<file path="config.mk">
export PLATFORM = sky130hd
export DESIGN_NAME = rfid_anticollision_responder
export DESIGN_NICKNAME = d
export VERILOG_FILES = /design/src/logic/rfid_pkg.sv /design/src/logic/rfid_anticollision_responder.sv
export VERILOG_INCLUDE_DIRS = /design/src /design/src/logic
export SDC_FILE = /design/constraint.sdc
export NUM_CORES = 1
export LEC_CHECK = 0
export CORE_ASPECT_RATIO = 1.1
export CORE_MARGIN = 1
export CORE_UTILIZATION = 50
export CTS_CLUSTER_SIZE = 10
export DETAILED_ROUTE_END_ITERATION = 10
export DONT_BUFFER_PORTS = 1
export PLACE_DENSITY = 0.68
export SLEW_MARGIN = 5
export SYNTH_ARGS = -nofsm -noshare
export SYNTH_HDL_FRONTEND = slang
export SYNTH_SLANG_ARGS = --single-unit
</file>
<file path="constraint.sdc">
create_clock -name pclk -period 4.8 [get_ports pclk]
set_input_delay 0.72 -clock pclk [delete_from_list [all_inputs] [get_ports pclk]]
set_output_delay 0.72 -clock pclk [all_outputs]
set_load 0.01 [all_outputs]
</file>
<file path="src/logic/rfid_consts.svh">
// offsets, field positions, codes and timing of the anticollision responder
`ifndef RFID_CONSTS_SVH
`define RFID_CONSTS_SVH
// register byte offsets
`define OFF_CTRL      8'h00
`define OFF_ERRCODE   8'h04
`define OFF_UID_LO    8'h08
`define OFF_UID_HI    8'h0C
`define OFF_DSFID     8'h10
`define OFF_STATUS    8'h14
// ctrl bits and errcode enable bit
`define CTRL_GO       0
`define CTRL_DROP     1
`define CTRL_CLR_INIT 2
`define ERR_EN        8
// request flag positions
`define RQ_INVENTORY  2
`define RQ_AFI        4
`define RQ_ONE_SLOT   5
// command codes
`define CMD_INV       8'h01
`define CMD_FINV_I    8'hC1
`define CMD_FINIT     8'hC2
`define CMD_INV_I     8'hD1
`define CMD_INIT      8'hD2
// error codes
`define ERR_OPTION    8'h03
`define ERR_UNSPEC    8'h0F
`define ERR_BLK_LO    8'h10
`define ERR_BLK_HI    8'h15
// crc
`define CRC_INIT      16'hFFFF
`define CRC_POLY      16'h8408
// reset values
`define RST_DSFID     8'h00
`define RST_UID       64'h0000_0000_0000_0000
// timing
`define CLK_MHZ       250
`define T1_NOM_NS     320900
`define BIT_NS        37760
`define MASK_MAX_BITS 8'h40
`endif

</file>
<file path="src/logic/rfid_pkg.sv">
// types of the anticollision responder
`default_nettype none
package rfid_pkg;
  typedef enum logic [2:0] {
    st_idle  = 3'b000,
    st_rx    = 3'b001,
    st_delay = 3'b011,
    st_tx    = 3'b010,
    st_wait  = 3'b110,
    st_hold  = 3'b111
  } rsp_state_t;
  typedef enum logic [1:0] {
    k_inv  = 2'b00,
    k_init = 2'b01,
    k_ext  = 2'b10
  } rsp_kind_t;
endpackage : rfid_pkg
`default_nettype wire

</file>
<file path="src/logic/rfid_anticollision_responder.sv">
// tag-side response framer and slotted anticollision responder
//
// Behaviour
// response goes out as SOF, flags, parameters and data, CRC, EOF
// flags byte: bit 1 error indicator, extension bit 0, others 0; the responder drives the error indicator in flags bit 0 (value 01h)
// error indicator set means a one-byte error code follows flags
// error codes 03h, 0Fh, 10h to 15h with fixed meanings
// never emit a code outside the defined set
// inventory: answer in the selected slot or stay silent
// reader sends mask length then mask, LSB first, zero padded
// field after the mask starts at next byte boundary; skip padding
// inventory request: flags, command, optional AFI, length, mask, CRC
// slot zero begins right after the request EOF
// reader advances slots with a lone EOF after any answer ends
// slot select flag: one slot width 0, or 16 slots width 4
// answer when low UID bits equal slot bits joined with mask
// SOF while waiting a slot marker aborts and takes a new request
// lone EOF steps slot number below total_slots-1, else ends
// every new inventory restarts slot numbering at 0
// initiated marker, set by Initiate, gates Inventory Initiated
// fast variants double the response data rate
// wait nominal response delay after EOF before answering or advancing
// reader waits its turnaround delay after a tag answer
// slot EOF of either modulation depth is recognised
// protocol timings carry plus or minus 32 carrier periods
// write-type requests are not held to the maximum response delay
// response delay counted by a counter loaded at the EOF edge
// CRC over flags and data, vicinity CRC-16, sent LSB first
`timescale 1ns/1ps
`default_nettype none
`include "rfid_consts.svh"

module rfid_anticollision_responder #(
  parameter int RESP_DELAY_CYC = `T1_NOM_NS * `CLK_MHZ / 1000,
  parameter int BYTE_CYC       = 8 * `BIT_NS * `CLK_MHZ / 1000
) (
  input  wire logic        pclk,
  input  wire logic        presetn,
  input  wire logic        psel,
  input  wire logic        penable,
  input  wire logic        pwrite,
  input  wire logic [7:0]  paddr,
  input  wire logic [31:0] pwdata,
  output var  logic [31:0] prdata,
  output var  logic        pready,
  output var  logic        pslverr,
  input  wire logic        link_clk,
  input  wire logic        link_sof,
  input  wire logic        link_eof,
  input  wire logic        link_valid,
  input  wire logic [7:0]  link_byte,
  output var  logic        tx_sof,
  output var  logic        tx_valid,
  output var  logic [7:0]  tx_byte,
  output var  logic        tx_eof,
  output var  logic        tx_fast,
  output var  logic        anticoll_active
);

  // ==========================================================
  // functions
  function automatic logic is_legal(input logic [7:0] c);
    return (c == `ERR_OPTION) || (c == `ERR_UNSPEC) ||
           ((c >= `ERR_BLK_LO) && (c <= `ERR_BLK_HI));
  endfunction : is_legal

  function automatic logic [15:0] crc_step(input logic [15:0] c, input logic [7:0] d);
    logic [15:0] r;
    r = c ^ {8'h00, d};
    for (int i = 0; i < 8; i++) begin
      r = r[0] ? ((r >> 1) ^ `CRC_POLY) : (r >> 1);
    end
    return r;
  endfunction : crc_step

  function automatic logic slot_match(input logic [63:0] id, input logic [63:0] m,
                                      input logic [7:0] ml, input logic [3:0] sn,
                                      input logic one);
    logic [71:0] ref_v;
    logic [71:0] keep;
    logic [71:0] mlow;
    logic [7:0]  w;
    w     = one ? ml : ml + 8'h04;
    // slot bits sit just above the significant mask bits
    mlow  = {8'h00, m} & ~({72{1'b1}} << ml);
    ref_v = one ? mlow : (mlow | ({68'h0, sn} << ml));
    keep  = ~({72{1'b1}} << w);
    return ((({8'h00, id} ^ ref_v) & keep) == 72'h0);
  endfunction : slot_match

  // ==========================================================
  // link input synchroniser
  logic [11:0] sync1;
  logic [11:0] sync2;
  logic        lclk_d;
  logic        ev;
  logic        sof_ev;
  logic        eof_ev;
  logic        byte_ev;

  always_ff @(posedge pclk or negedge presetn) begin
    if (!presetn) begin
      sync1  <= 12'h000;
      sync2  <= 12'h000;
      lclk_d <= 1'b0;
    end else begin
      sync1  <= {link_clk, link_sof, link_eof, link_valid, link_byte};
      sync2  <= sync1;
      lclk_d <= sync2[11];
    end
  end

  // a lone EOF at either depth arrives as the same event
  assign ev      = sync2[11] & ~lclk_d;
  assign sof_ev  = ev & sync2[10];
  assign eof_ev  = ev & sync2[9];
  assign byte_ev = ev & sync2[8];

  // ==========================================================
  // registers and state
  rfid_pkg::rsp_state_t st;
  rfid_pkg::rsp_kind_t  kind;
  logic [7:0]  rx_buf [0:15];
  logic [3:0]  rx_cnt;
  logic [3:0]  sn;
  logic        one_slot;
  logic [7:0]  mlen;
  logic [63:0] mask;
  logic        initiated;
  logic [7:0]  last_cmd;
  logic [16:0] dly;
  logic [16:0] tcnt;
  logic [4:0]  tpos;
  logic [15:0] crc;
  logic [8:0]  errcode;
  logic [63:0] uid;
  logic [7:0]  dsfid;
  logic        sw_go;
  logic        sw_drop;
  logic        sw_clr;

  // ==========================================================
  // request parsing, mask placed after optional AFI
  logic [3:0]  lpos;
  logic [7:0]  rq_flags;
  logic [7:0]  rq_cmd;
  logic [7:0]  rq_mlen;
  logic [63:0] rq_mask;
  logic        rq_inv;
  logic        rq_gated;

  always_comb begin
    rq_flags = rx_buf[0];
    rq_cmd   = rx_buf[1];
    lpos     = rq_flags[`RQ_AFI] ? 4'd3 : 4'd2;
    rq_mlen  = rx_buf[lpos];
    rq_mask  = 64'h0000_0000_0000_0000;
    // bytes past the mask sit at or above the mask length, where slot_match clears them, so padding is skipped
    for (int i = 0; i < 8; i++) begin
      rq_mask[i*8 +: 8] = rx_buf[4'(lpos + 4'd1 + 4'(i))];
    end
    rq_gated = (rq_cmd == `CMD_INV_I) || (rq_cmd == `CMD_FINV_I);
    rq_inv   = rq_flags[`RQ_INVENTORY] && ((rq_cmd == `CMD_INV) || rq_gated);
  end

  always_ff @(posedge pclk) begin
    if (st == rfid_pkg::st_rx && byte_ev) begin
      rx_buf[rx_cnt] <= sync2[7:0];
    end
  end

  always_ff @(posedge pclk or negedge presetn) begin
    if (!presetn) begin
      rx_cnt <= 4'd0;
    end else if (sof_ev) begin
      rx_cnt <= 4'd0;
    end else if (st == rfid_pkg::st_rx && byte_ev && rx_cnt != 4'hF) begin
      rx_cnt <= rx_cnt + 4'd1;
    end
  end

  // ==========================================================
  // response byte selection
  logic [4:0] dlen;
  logic [7:0] dbyte;
  logic       tick;
  logic       hit;

  assign hit  = slot_match(uid, mask, mlen, sn, one_slot);
  assign tick = (tcnt == 17'd0);

  always_comb begin
    dbyte = 8'h00;
    dlen  = 5'd10;
    if (kind == rfid_pkg::k_ext) begin
      dlen = errcode[`ERR_EN] ? 5'd2 : 5'd1;
      if (tpos == 5'd1) begin
        dbyte = {7'h00, errcode[`ERR_EN]};
      end else begin
        dbyte = errcode[7:0];
      end
    end else if (tpos == 5'd2) begin
      dbyte = dsfid;
    end else if (tpos >= 5'd3 && tpos <= 5'd10) begin
      dbyte = uid[8*(int'(tpos)-3) +: 8];
    end
  end

  // ==========================================================
  // protocol state machine
  always_ff @(posedge pclk or negedge presetn) begin
    if (!presetn) begin
      st       <= rfid_pkg::st_idle;
      kind     <= rfid_pkg::k_ext;
      sn       <= 4'd0;
      one_slot <= 1'b0;
      mlen     <= 8'h00;
      mask     <= 64'h0000_0000_0000_0000;
      last_cmd <= 8'h00;
      tx_fast  <= 1'b0;
      dly      <= 17'd0;
    end else begin
      case (st)
        rfid_pkg::st_idle: begin
          if (sof_ev) begin
            st <= rfid_pkg::st_rx;
          end
        end
        rfid_pkg::st_rx: begin
          if (eof_ev) begin
            last_cmd <= rq_cmd;
            dly      <= 17'(RESP_DELAY_CYC - 1);
            tx_fast  <= (rq_cmd == `CMD_FINV_I) || (rq_cmd == `CMD_FINIT);
            if (rq_inv) begin
              // errored inventory, or gated one while not initiated, stays silent
              if (rq_mlen > `MASK_MAX_BITS || (rq_gated && !initiated)) begin
                st <= rfid_pkg::st_idle;
              end else begin
                st       <= rfid_pkg::st_delay;
                kind     <= rfid_pkg::k_inv;
                sn       <= 4'd0;
                one_slot <= rq_flags[`RQ_ONE_SLOT];
                mlen     <= rq_mlen;
                mask     <= rq_mask;
              end
            end else if (rq_cmd == `CMD_INIT || rq_cmd == `CMD_FINIT) begin
              st   <= rfid_pkg::st_delay;
              kind <= rfid_pkg::k_init;
            end else begin
              st   <= rfid_pkg::st_delay;
              kind <= rfid_pkg::k_ext;
            end
          end
        end
        rfid_pkg::st_delay: begin
          if (dly != 17'd0) begin
            dly <= dly - 17'd1;
          end else if (kind == rfid_pkg::k_inv) begin
            st <= hit ? rfid_pkg::st_tx : rfid_pkg::st_wait;
          end else if (kind == rfid_pkg::k_init) begin
            st <= rfid_pkg::st_tx;
          end else begin
            // write-type requests finish on software's word, not a fixed bound
            st <= rfid_pkg::st_hold;
          end
        end
        rfid_pkg::st_hold: begin
          if (sof_ev) begin
            st <= rfid_pkg::st_rx;
          end else if (sw_go) begin
            st <= rfid_pkg::st_tx;
          end else if (sw_drop) begin
            st <= rfid_pkg::st_idle;
          end
        end
        rfid_pkg::st_tx: begin
          if (tick && tpos == dlen + 5'd3) begin
            st <= (kind == rfid_pkg::k_inv) ? rfid_pkg::st_wait : rfid_pkg::st_idle;
          end
        end
        rfid_pkg::st_wait: begin
          if (sof_ev) begin
            st <= rfid_pkg::st_rx;
          end else if (eof_ev) begin
            if (!one_slot && sn < 4'd15) begin
              sn  <= sn + 4'd1;
              dly <= 17'(RESP_DELAY_CYC - 1);
              st  <= rfid_pkg::st_delay;
            end else begin
              st <= rfid_pkg::st_idle;
            end
          end
        end
        default: begin
          st <= rfid_pkg::st_idle;
        end
      endcase
    end
  end

  always_ff @(posedge pclk or negedge presetn) begin
    if (!presetn) begin
      initiated <= 1'b0;
    end else if (st == rfid_pkg::st_rx && eof_ev &&
                 (rq_cmd == `CMD_INIT || rq_cmd == `CMD_FINIT)) begin
      initiated <= 1'b1;
    end else if (sw_clr) begin
      initiated <= 1'b0;
    end
  end

  always_ff @(posedge pclk or negedge presetn) begin
    if (!presetn) begin
      anticoll_active <= 1'b0;
    end else begin
      anticoll_active <= (kind == rfid_pkg::k_inv) && (st != rfid_pkg::st_idle) &&
                         (st != rfid_pkg::st_rx) && (st != rfid_pkg::st_hold);
    end
  end

  // ==========================================================
  // transmit sequencer: SOF, data, CRC low then high, EOF
  always_ff @(posedge pclk or negedge presetn) begin
    if (!presetn) begin
      tcnt <= 17'd0;
    end else if (st != rfid_pkg::st_tx) begin
      tcnt <= 17'd0;
    end else if (tick) begin
      tcnt <= tx_fast ? 17'(BYTE_CYC / 2 - 1) : 17'(BYTE_CYC - 1);
    end else begin
      tcnt <= tcnt - 17'd1;
    end
  end

  always_ff @(posedge pclk or negedge presetn) begin
    if (!presetn) begin
      tpos     <= 5'd0;
      crc      <= `CRC_INIT;
      tx_sof   <= 1'b0;
      tx_valid <= 1'b0;
      tx_eof   <= 1'b0;
      tx_byte  <= 8'h00;
    end else begin
      tx_sof   <= 1'b0;
      tx_valid <= 1'b0;
      tx_eof   <= 1'b0;
      if (st != rfid_pkg::st_tx) begin
        tpos <= 5'd0;
        crc  <= `CRC_INIT;
      end else if (tick) begin
        tpos <= tpos + 5'd1;
        if (tpos == 5'd0) begin
          tx_sof <= 1'b1;
        end else if (tpos <= dlen) begin
          tx_valid <= 1'b1;
          tx_byte  <= dbyte;
          crc      <= crc_step(crc, dbyte);
        end else if (tpos <= dlen + 5'd2) begin
          tx_valid <= 1'b1;
          tx_byte  <= (tpos == dlen + 5'd1) ? ~crc[7:0] : ~crc[15:8];
        end else begin
          tx_eof <= 1'b1;
        end
      end
    end
  end

  // ==========================================================
  // apb slave, no wait states
  logic acc;
  logic mapped;

  assign acc    = psel & penable & pready;
  assign mapped = (paddr <= `OFF_STATUS) && (paddr[1:0] == 2'b00);

  always_ff @(posedge pclk or negedge presetn) begin
    if (!presetn) begin
      pready  <= 1'b0;
      pslverr <= 1'b0;
      prdata  <= 32'h0000_0000;
    end else begin
      pready  <= psel & ~penable;
      pslverr <= psel & ~penable & ~mapped;
      case (paddr)
        `OFF_ERRCODE: prdata <= {23'h00_0000, errcode};
        `OFF_UID_LO:  prdata <= uid[31:0];
        `OFF_UID_HI:  prdata <= uid[63:32];
        `OFF_DSFID:   prdata <= {24'h00_0000, dsfid};
        `OFF_STATUS:  prdata <= {12'h000, initiated, anticoll_active, one_slot,
                                 last_cmd, sn, st, kind};
        default:      prdata <= 32'h0000_0000;
      endcase
    end
  end

  always_ff @(posedge pclk or negedge presetn) begin
    if (!presetn) begin
      errcode <= {1'b0, `ERR_UNSPEC};
      uid     <= `RST_UID;
      dsfid   <= `RST_DSFID;
      sw_go   <= 1'b0;
      sw_drop <= 1'b0;
      sw_clr  <= 1'b0;
    end else begin
      sw_go   <= acc & pwrite & (paddr == `OFF_CTRL) & pwdata[`CTRL_GO];
      sw_drop <= acc & pwrite & (paddr == `OFF_CTRL) & pwdata[`CTRL_DROP];
      sw_clr  <= acc & pwrite & (paddr == `OFF_CTRL) & pwdata[`CTRL_CLR_INIT];
      if (acc && pwrite) begin
        case (paddr)
          `OFF_ERRCODE: begin
            // reserved codes never reach the air
            errcode <= {pwdata[`ERR_EN],
                        is_legal(pwdata[7:0]) ? pwdata[7:0] : `ERR_UNSPEC};
          end
          `OFF_UID_LO: uid[31:0]  <= pwdata;
          `OFF_UID_HI: uid[63:32] <= pwdata;
          `OFF_DSFID:  dsfid      <= pwdata[7:0];
          default: ;
        endcase
      end
    end
  end

  logic        in_frame;
  logic [31:0] dly_run;

  always_ff @(posedge pclk or negedge presetn) begin
    if (!presetn) begin
      in_frame <= 1'b0;
      dly_run  <= 32'd0;
    end else begin
      in_frame <= tx_sof ? 1'b1 : (tx_eof ? 1'b0 : in_frame);
      dly_run  <= (st == rfid_pkg::st_delay) ? dly_run + 32'd1 : 32'd0;
    end
  end
endmodule : rfid_anticollision_responder
`default_nettype wire

</file>
==> impl_metrics.json, run 1 <==
{
  "wl_met3_mm": 5.50,
  "syn_nets": 2041,
  "drcViolationCount": 0,
  "syn_area_per_cell_um2": 10.4,
  "cts_tree": "done",
  "cts.reportedPaths.clkPinSlew_ps": 60,
  "synth.distinct_cells": 78,
  "core-area_um2": 40300,
  "die_x_um": 195,
  "dp_hpwl_mm": 51.2,
  "post-route-min-period_ps": 4540,
  "syn_area_um2": 20500,
  "clock_sinks": 397,
  "seq_area_frac_synth_pct": 50.8,
  "antenna_left": 0,
  "worstPathRequired_ps": 5260,
  "io_pins": 104,
  "antenna_found_initial": 1,
  "setup_tns_ps": 0,
  "finalMaxSlewViolations": 0,
  "cp_max_fo": 17,
  "wire_per_inst_um": 27.3,
  "dp.cells": 2418,
  "cts_buffers": 47,
  "cts_setup_buffers": 0,
  "dr_total_vias": 16100,
  "drt-pass1-iter-count": 10,
  "outcome": "finished with violations",
  "port_buffers": 0,
  "final_core_util_pct": 56.0,
  "clock_latency_ps": 600,
  "rsz0062_at_grt": "false",
  "die-area_um2": 41800,
  "grt_pass1_vias": 15600,
  "critical_path.startpoint_type": "flop",
  "fin_skew_ps": 30.5,
  "wl_met1_mm": 28.4,
  "synthToLayoutAreaGrowth_pct": 10.0,
  "synth-edff-count": 91,
  "synth_seq_cells": 397,
  "die_h_um": 214,
  "instances_no_fill": 2503,
  "synthArstFlopShare_pct": 77.1,
  "gr-total-overflow": 0,
  "wl_mm": 68.3,
  "met2_length_mm": 32.1,
  "finalHoldViolations": 95,
  "crit_arrival_ps": 5000,
  "final_common_cell": "dfrtp_1",
  "violations": "hold timing",
  "drive_gt1_share_pct": 13.1,
  "syn-instance-count": 1964,
  "h-tree-depth": 2,
  "post-route-period-util_pct": 94.5,
  "ir_drop_uv": 678,
  "gp_congestion": 1.04,
  "relSlewSlack_pct": 4.79,
  "first_iter_violations": 1838,
  "whs_ps": -180,
  "ys_warn_count": 0,
  "hp-class": "input pin to async pin",
  "setup-violations-final": 0,
  "clk_root_buffer_cell": "clkbuf_16",
  "end_kind": "flop",
  "leakagePower_nw": 9.48,
  "worst_slew_pin_slew_ps": 1430,
  "grt_pass1_wl_mm": 102,
  "ctsResizeCount": 0,
  "fmax_mhz": 220,
  "grt_usage_pct": 33.0,
  "fin_nets": 2031,
  "p_per_area_nw_per_um2": 379,
  "grt_start_max_net_pins": 307,
  "row_count": 77,
  "crit_type": "flop to flop",
  "ys.flop_type": "dfrtp_1",
  "clockBufferDepth": 3,
  "via_per_inst": 6.45,
  "max-cap-violations": 0,
  "routed.top_layer": "met5",
  "final_cell_mix": "dfrtp_1, nand2_1, o21ai_0",
  "start_util_pct": 50.9
}
-- power breakdown --
group	internal, W	total (W)	switching (W)
registers	0.00366	0.00395	0.000294
logic	0.000516	0.00132	0.000804
clock network	0.00192	0.00329	0.00137
total	0.00609	0.00856	0.00247
-- per-layer routing --
layer	vias to the layer above	GRT usage, %
met5	-	0
met4	2	10.6
met3	151	7.09
met2	797	53.4
met1	8034	44.4
li1	7149	-
-- cells in the mapped netlist (19+ instances only) --
cell type,n,share of area [%]
xnor2_1,66,2.8
a21oi_1,82,2.0
o211ai_1,20,0.73
a22oi_1,45,1.6
nor2b_1,19,0.58
mux2i_1,101,4.9
nor2_1,125,2.3
mux2_2,87,4.8
clkbuf_1,99,1.8
dfrtp_1,285,35
inv_1,36,0.66
o21ai_0,198,4.8
xor2_1,39,1.7
edfxtp_1,91,13
nand3_1,43,1.0
nor3_1,35,0.85
nand2_1,220,4.0
and2_1,31,0.95
a22o_1,19,0.81
dfstp_2,21,2.7
ha_1,20,1.2
-- state kept, by name (all words and copies together) (netlist names), 2 cells and up --
name	flops
rx_buf	91
mask	64
uid	64
prdata	32
dly	17
tcnt	17
crc	16
sync1	12
sync2	12
errcode	9
dsfid	8
last_cmd	8
mlen	8
tx_byte	8
tpos	5
rx_cnt	4
sn	4
st	3
kind	2
-- critical path, cell delays in order, from the launching register on --
cell and delay (ps):
dfrtp_1 650, buf_4 350, mux4_2 450, nand2_1 300, nor2_1 190, a2111oi_0 1130
o2111ai_1 260, nor4_1 420, nand4_1 210, o41a_1 460
-- path summary, 6_finish.rpt --
| path | from | end | slack (ps) | depth (start not counted) |
|---|---|---|---|---|
| hold / removal | presetn | prdata[22]$_DFF_PN0_ | -180 | 0 |
| max in group asynchronous | presetn | sync2[5]$_DFF_PN0_ | 3800 | 0 |
| min in group pclk | link_eof | sync1[9]$_DFF_PN0_ | 170 | 0 |
| setup / recovery | mlen[0]$_DFFE_PN0P_ | st[2]$_DFFE_PN0P_ | 260 | 9 |
| hold reg to reg | sync1[6]$_DFF_PN0_ | sync2[6]$_DFF_PN0_ | 350 | 0 |
| setup reg to reg | mlen[0]$_DFFE_PN0P_ | st[2]$_DFFE_PN0P_ | 260 | 9 |
-- per-stage QoR --
step / power (W) / worst slack [ps] / instance area [µm²]
after CTS: 0.00859 / 286 / 22600
final: 0.00856 / 263 / 22600
after global placement: 0.00526 / 337 / 21200
after floorplan: 0.00488 / 777 / 20500
after detailed placement: 0.00530 / 311 / 21200
after global routing: 0.00890 / 186 / 22600
-- logic make-up after synthesis --
group / Yosys count / synth area share (%)
simple gates: 584 / 13.6
compound gates: 502 / 15.4
flops: 397 / 50.8
mux: 205 / 11.6
buf+inv: 150 / 2.78
xor+xnor: 106 / 4.59
fa+ha+maj: 20 / 1.22
-- final cells by class --
type,count,area [µm²]
fill,3473,17700
sequential,397,10400
multi-input combinational,1417,9550
clock buffer,79,1360
tap,513,642
timing repair buffer,55,413
inverter,36,135
clock inverter,5,46.3
antenna,1,2.50
Power figures use the tool's default switching activity.
==> inputs of run 2 (changes only) <==
--- a/config.mk
+++ b/config.mk
@@ -12,7 +12,7 @@
 export CTS_CLUSTER_SIZE = 10
 export DETAILED_ROUTE_END_ITERATION = 10
 export DONT_BUFFER_PORTS = 1
-export PLACE_DENSITY = 0.68
+export PLACE_DENSITY = 0.74
 export SLEW_MARGIN = 5
 export SYNTH_ARGS = -nofsm -noshare
 export SYNTH_HDL_FRONTEND = slang
==> impl_metrics.json, run 2 (synthesis results as in run 1) <==
{
  "r2r_start": "mlen[1]$_DFFE_PN0P_",
  "cp_max_fo": 13,
  "finalPower_w": 0.00841,
  "worstPathRequired_ps": 5280,
  "final_cell_mix": "dfrtp_1, nand2_1, o21ai_0",
  "crit_type": "flop to flop",
  "whs_ps": -185,
  "via_per_inst": 6.48,
  "post-place-ws_ps": 543,
  "antenna_left": 0,
  "dr_total_vias": 16200,
  "final_area_um2": 22500,
  "grt.met1_usage_pct": 43.4,
  "gp_congestion": 0.997,
  "gr-total-overflow": 0,
  "fin_skew_ps": 37.9,
  "core-area_um2": 40300,
  "drt-pass1-iter-count": 8,
  "cts_setup_buffers": 0,
  "clockBufferDepth": 3,
  "largest_reg_flops": 91,
  "worst_slew_pin_slew_ps": 1070,
  "grt_usage_pct": 32.9,
  "hp-class": "input pin to async pin",
  "ctsResizeCount": 0,
  "leakagePower_nw": 9.45,
  "top_usage_layer": "met2",
  "cp_slowest_cell": "a2111oi_1",
  "drive_gt1_share_pct": 12.8,
  "cts_tree": "done",
  "wire_per_inst_um": 27.2,
  "slowest_delay_ps": 820,
  "pwr-share-clk_pct": 37.7,
  "dp_hpwl_mm": 50.9,
  "start_util_pct": 50.9,
  "max-cap-violations": 0,
  "grt_pass1_wl_mm": 102,
  "setup_tns_ps": 0,
  "outcome": "finished with violations",
  "violations": "hold timing",
  "use_met2_pct": 53.1,
  "p_seq_share_pct": 46.7,
  "finalMaxSlewViolations": 0,
  "ir_drop_uv": 345,
  "first_iter_violations": 1781,
  "placed_area_um2": 21200,
  "die-area_um2": 41800,
  "clk_root_buffer_cell": "clkbuf_16",
  "rr_worst_depth": 9,
  "die_h_um": 214,
  "relSlewSlack_pct": 28.5,
  "post-route-min-period_ps": 4120,
  "post-route-period-util_pct": 85.9,
  "power.share.combinational_pct": 15.6,
  "power.switching_w": 0.00242,
  "p_per_area_nw_per_um2": 374,
  "h-tree-depth": 2,
  "drcViolationCount": 0,
  "antenna_found_initial": 1,
  "top_register": "rx_buf",
  "port_buffers": 0,
  "critical_path.startpoint_type": "flop",
  "grtUsageMet3_pct": 6.39,
  "die_x_um": 195,
  "io_pins": 104,
  "cts_buffers": 46,
  "end_kind": "flop",
  "finalHoldViolations": 122,
  "p_sw_share_pct": 28.8,
  "fmax_mhz": 243,
  "row_count": 77,
  "crit_arrival_ps": 4600,
  "clock_latency_ps": 600,
  "grt_pass1_vias": 15600,
  "grt_start_max_net_pins": 307,
  "clock_sinks": 397,
  "r2r_slack_ps": 680,
  "worst_slack_ps": 679,
  "crit_chain": "buf_4 > mux4_2 > nand2_1 > nor2_1 > a2111oi_1 > o2111ai_1 > nor4_1 > nand4_1 > o41a_1",
  "wl_mm": 68.0,
  "synthToLayoutAreaGrowth_pct": 9.68,
  "fin_nets": 2030,
  "cts.reportedPaths.clkPinSlew_ps": 60,
  "rsz0062_at_grt": "false",
  "reg_top3": "rx_buf: 91 flops, mask: 64 flops, uid: 64 flops",
  "p_int_w": 0.00599,
  "setup-violations-final": 0,
  "final_common_cell": "dfrtp_1",
  "r2r_end": "st[2]$_DFFE_PN0P_"
}
[run 2: cell count changes in the layout (fill, tap and decap cells not counted), sizes merged]
cell | before | now
clkinvlp | 1 | 0
clkinv | 2 | 3
[run 2: layout make-up]
cell class,instances,area [µm²]
Antenna cell,1,2.50
Clock buffer,79,1300
Clock inverter,5,43.8
Fill cell,3431,17800
Inverter,36,135
Multi-Input combinational cell,1417,9540
Sequential cell,397,10400
Tap cell,513,642
Timing Repair Buffer,55,413
[run 2: worst max-delay path by stage]
stage / from / endpoint / slack (ps) / cells after the start
final: mlen[1]$_DFFE_PN0P_ / st[2]$_DFFE_PN0P_ / 680 / 9
after floorplan: tpos[0]$_DFFE_PN0P_ / crc[0]$_DFFE_PN1P_ / 780 / 14
after detailed placement: mlen[1]$_DFFE_PN0P_ / st[2]$_DFFE_PN0P_ / 540 / 9
after global placement: mlen[1]$_DFFE_PN0P_ / st[2]$_DFFE_PN0P_ / 240 / 9
after global routing: mlen[1]$_DFFE_PN0P_ / st[2]$_DFFE_PN0P_ / 430 / 9
after CTS: mlen[1]$_DFFE_PN0P_ / st[2]$_DFFE_PN0P_ / 560 / 9
[run 2: layer usage]
| layer | routed length (µm) | part of all wire, % |
|---|---|---|
| met1 | 27500 | 40 |
| met2 | 32300 | 47 |
| met3 | 5300 | 7.8 |
| met4 | 2920 | 4.3 |
| met5 | 0 | 0 |
[run 2: critical path: cells and delay by family (launching register included)]
family          cells  cell delay [ps]
buf+inv             1              280
simple gates        4             1030
flops               1              570
compound gates      3             1520
mux                 1              600
[run 2: metrics by stage]
stage,cells,utilization [%]
after floorplan,1964,-
final,2503,55.9
after CTS,2502,55.8
after global placement,2418,52.5
after detailed placement,2418,52.5
after global routing,2503,55.9
[run 2: power by group through the flow]
stage / Clock (W) / Sequential, W / Combinational, W
final: 0.00317 / 0.00393 / 0.00131
after global routing: 0.00337 / 0.00395 / 0.00144
after CTS: 0.00324 / 0.00392 / 0.00130
after detailed placement: 0 / 0.00398 / 0.00128
after global placement: 0 / 0.00397 / 0.00124
after floorplan: 0 / 0.00385 / 0.00104
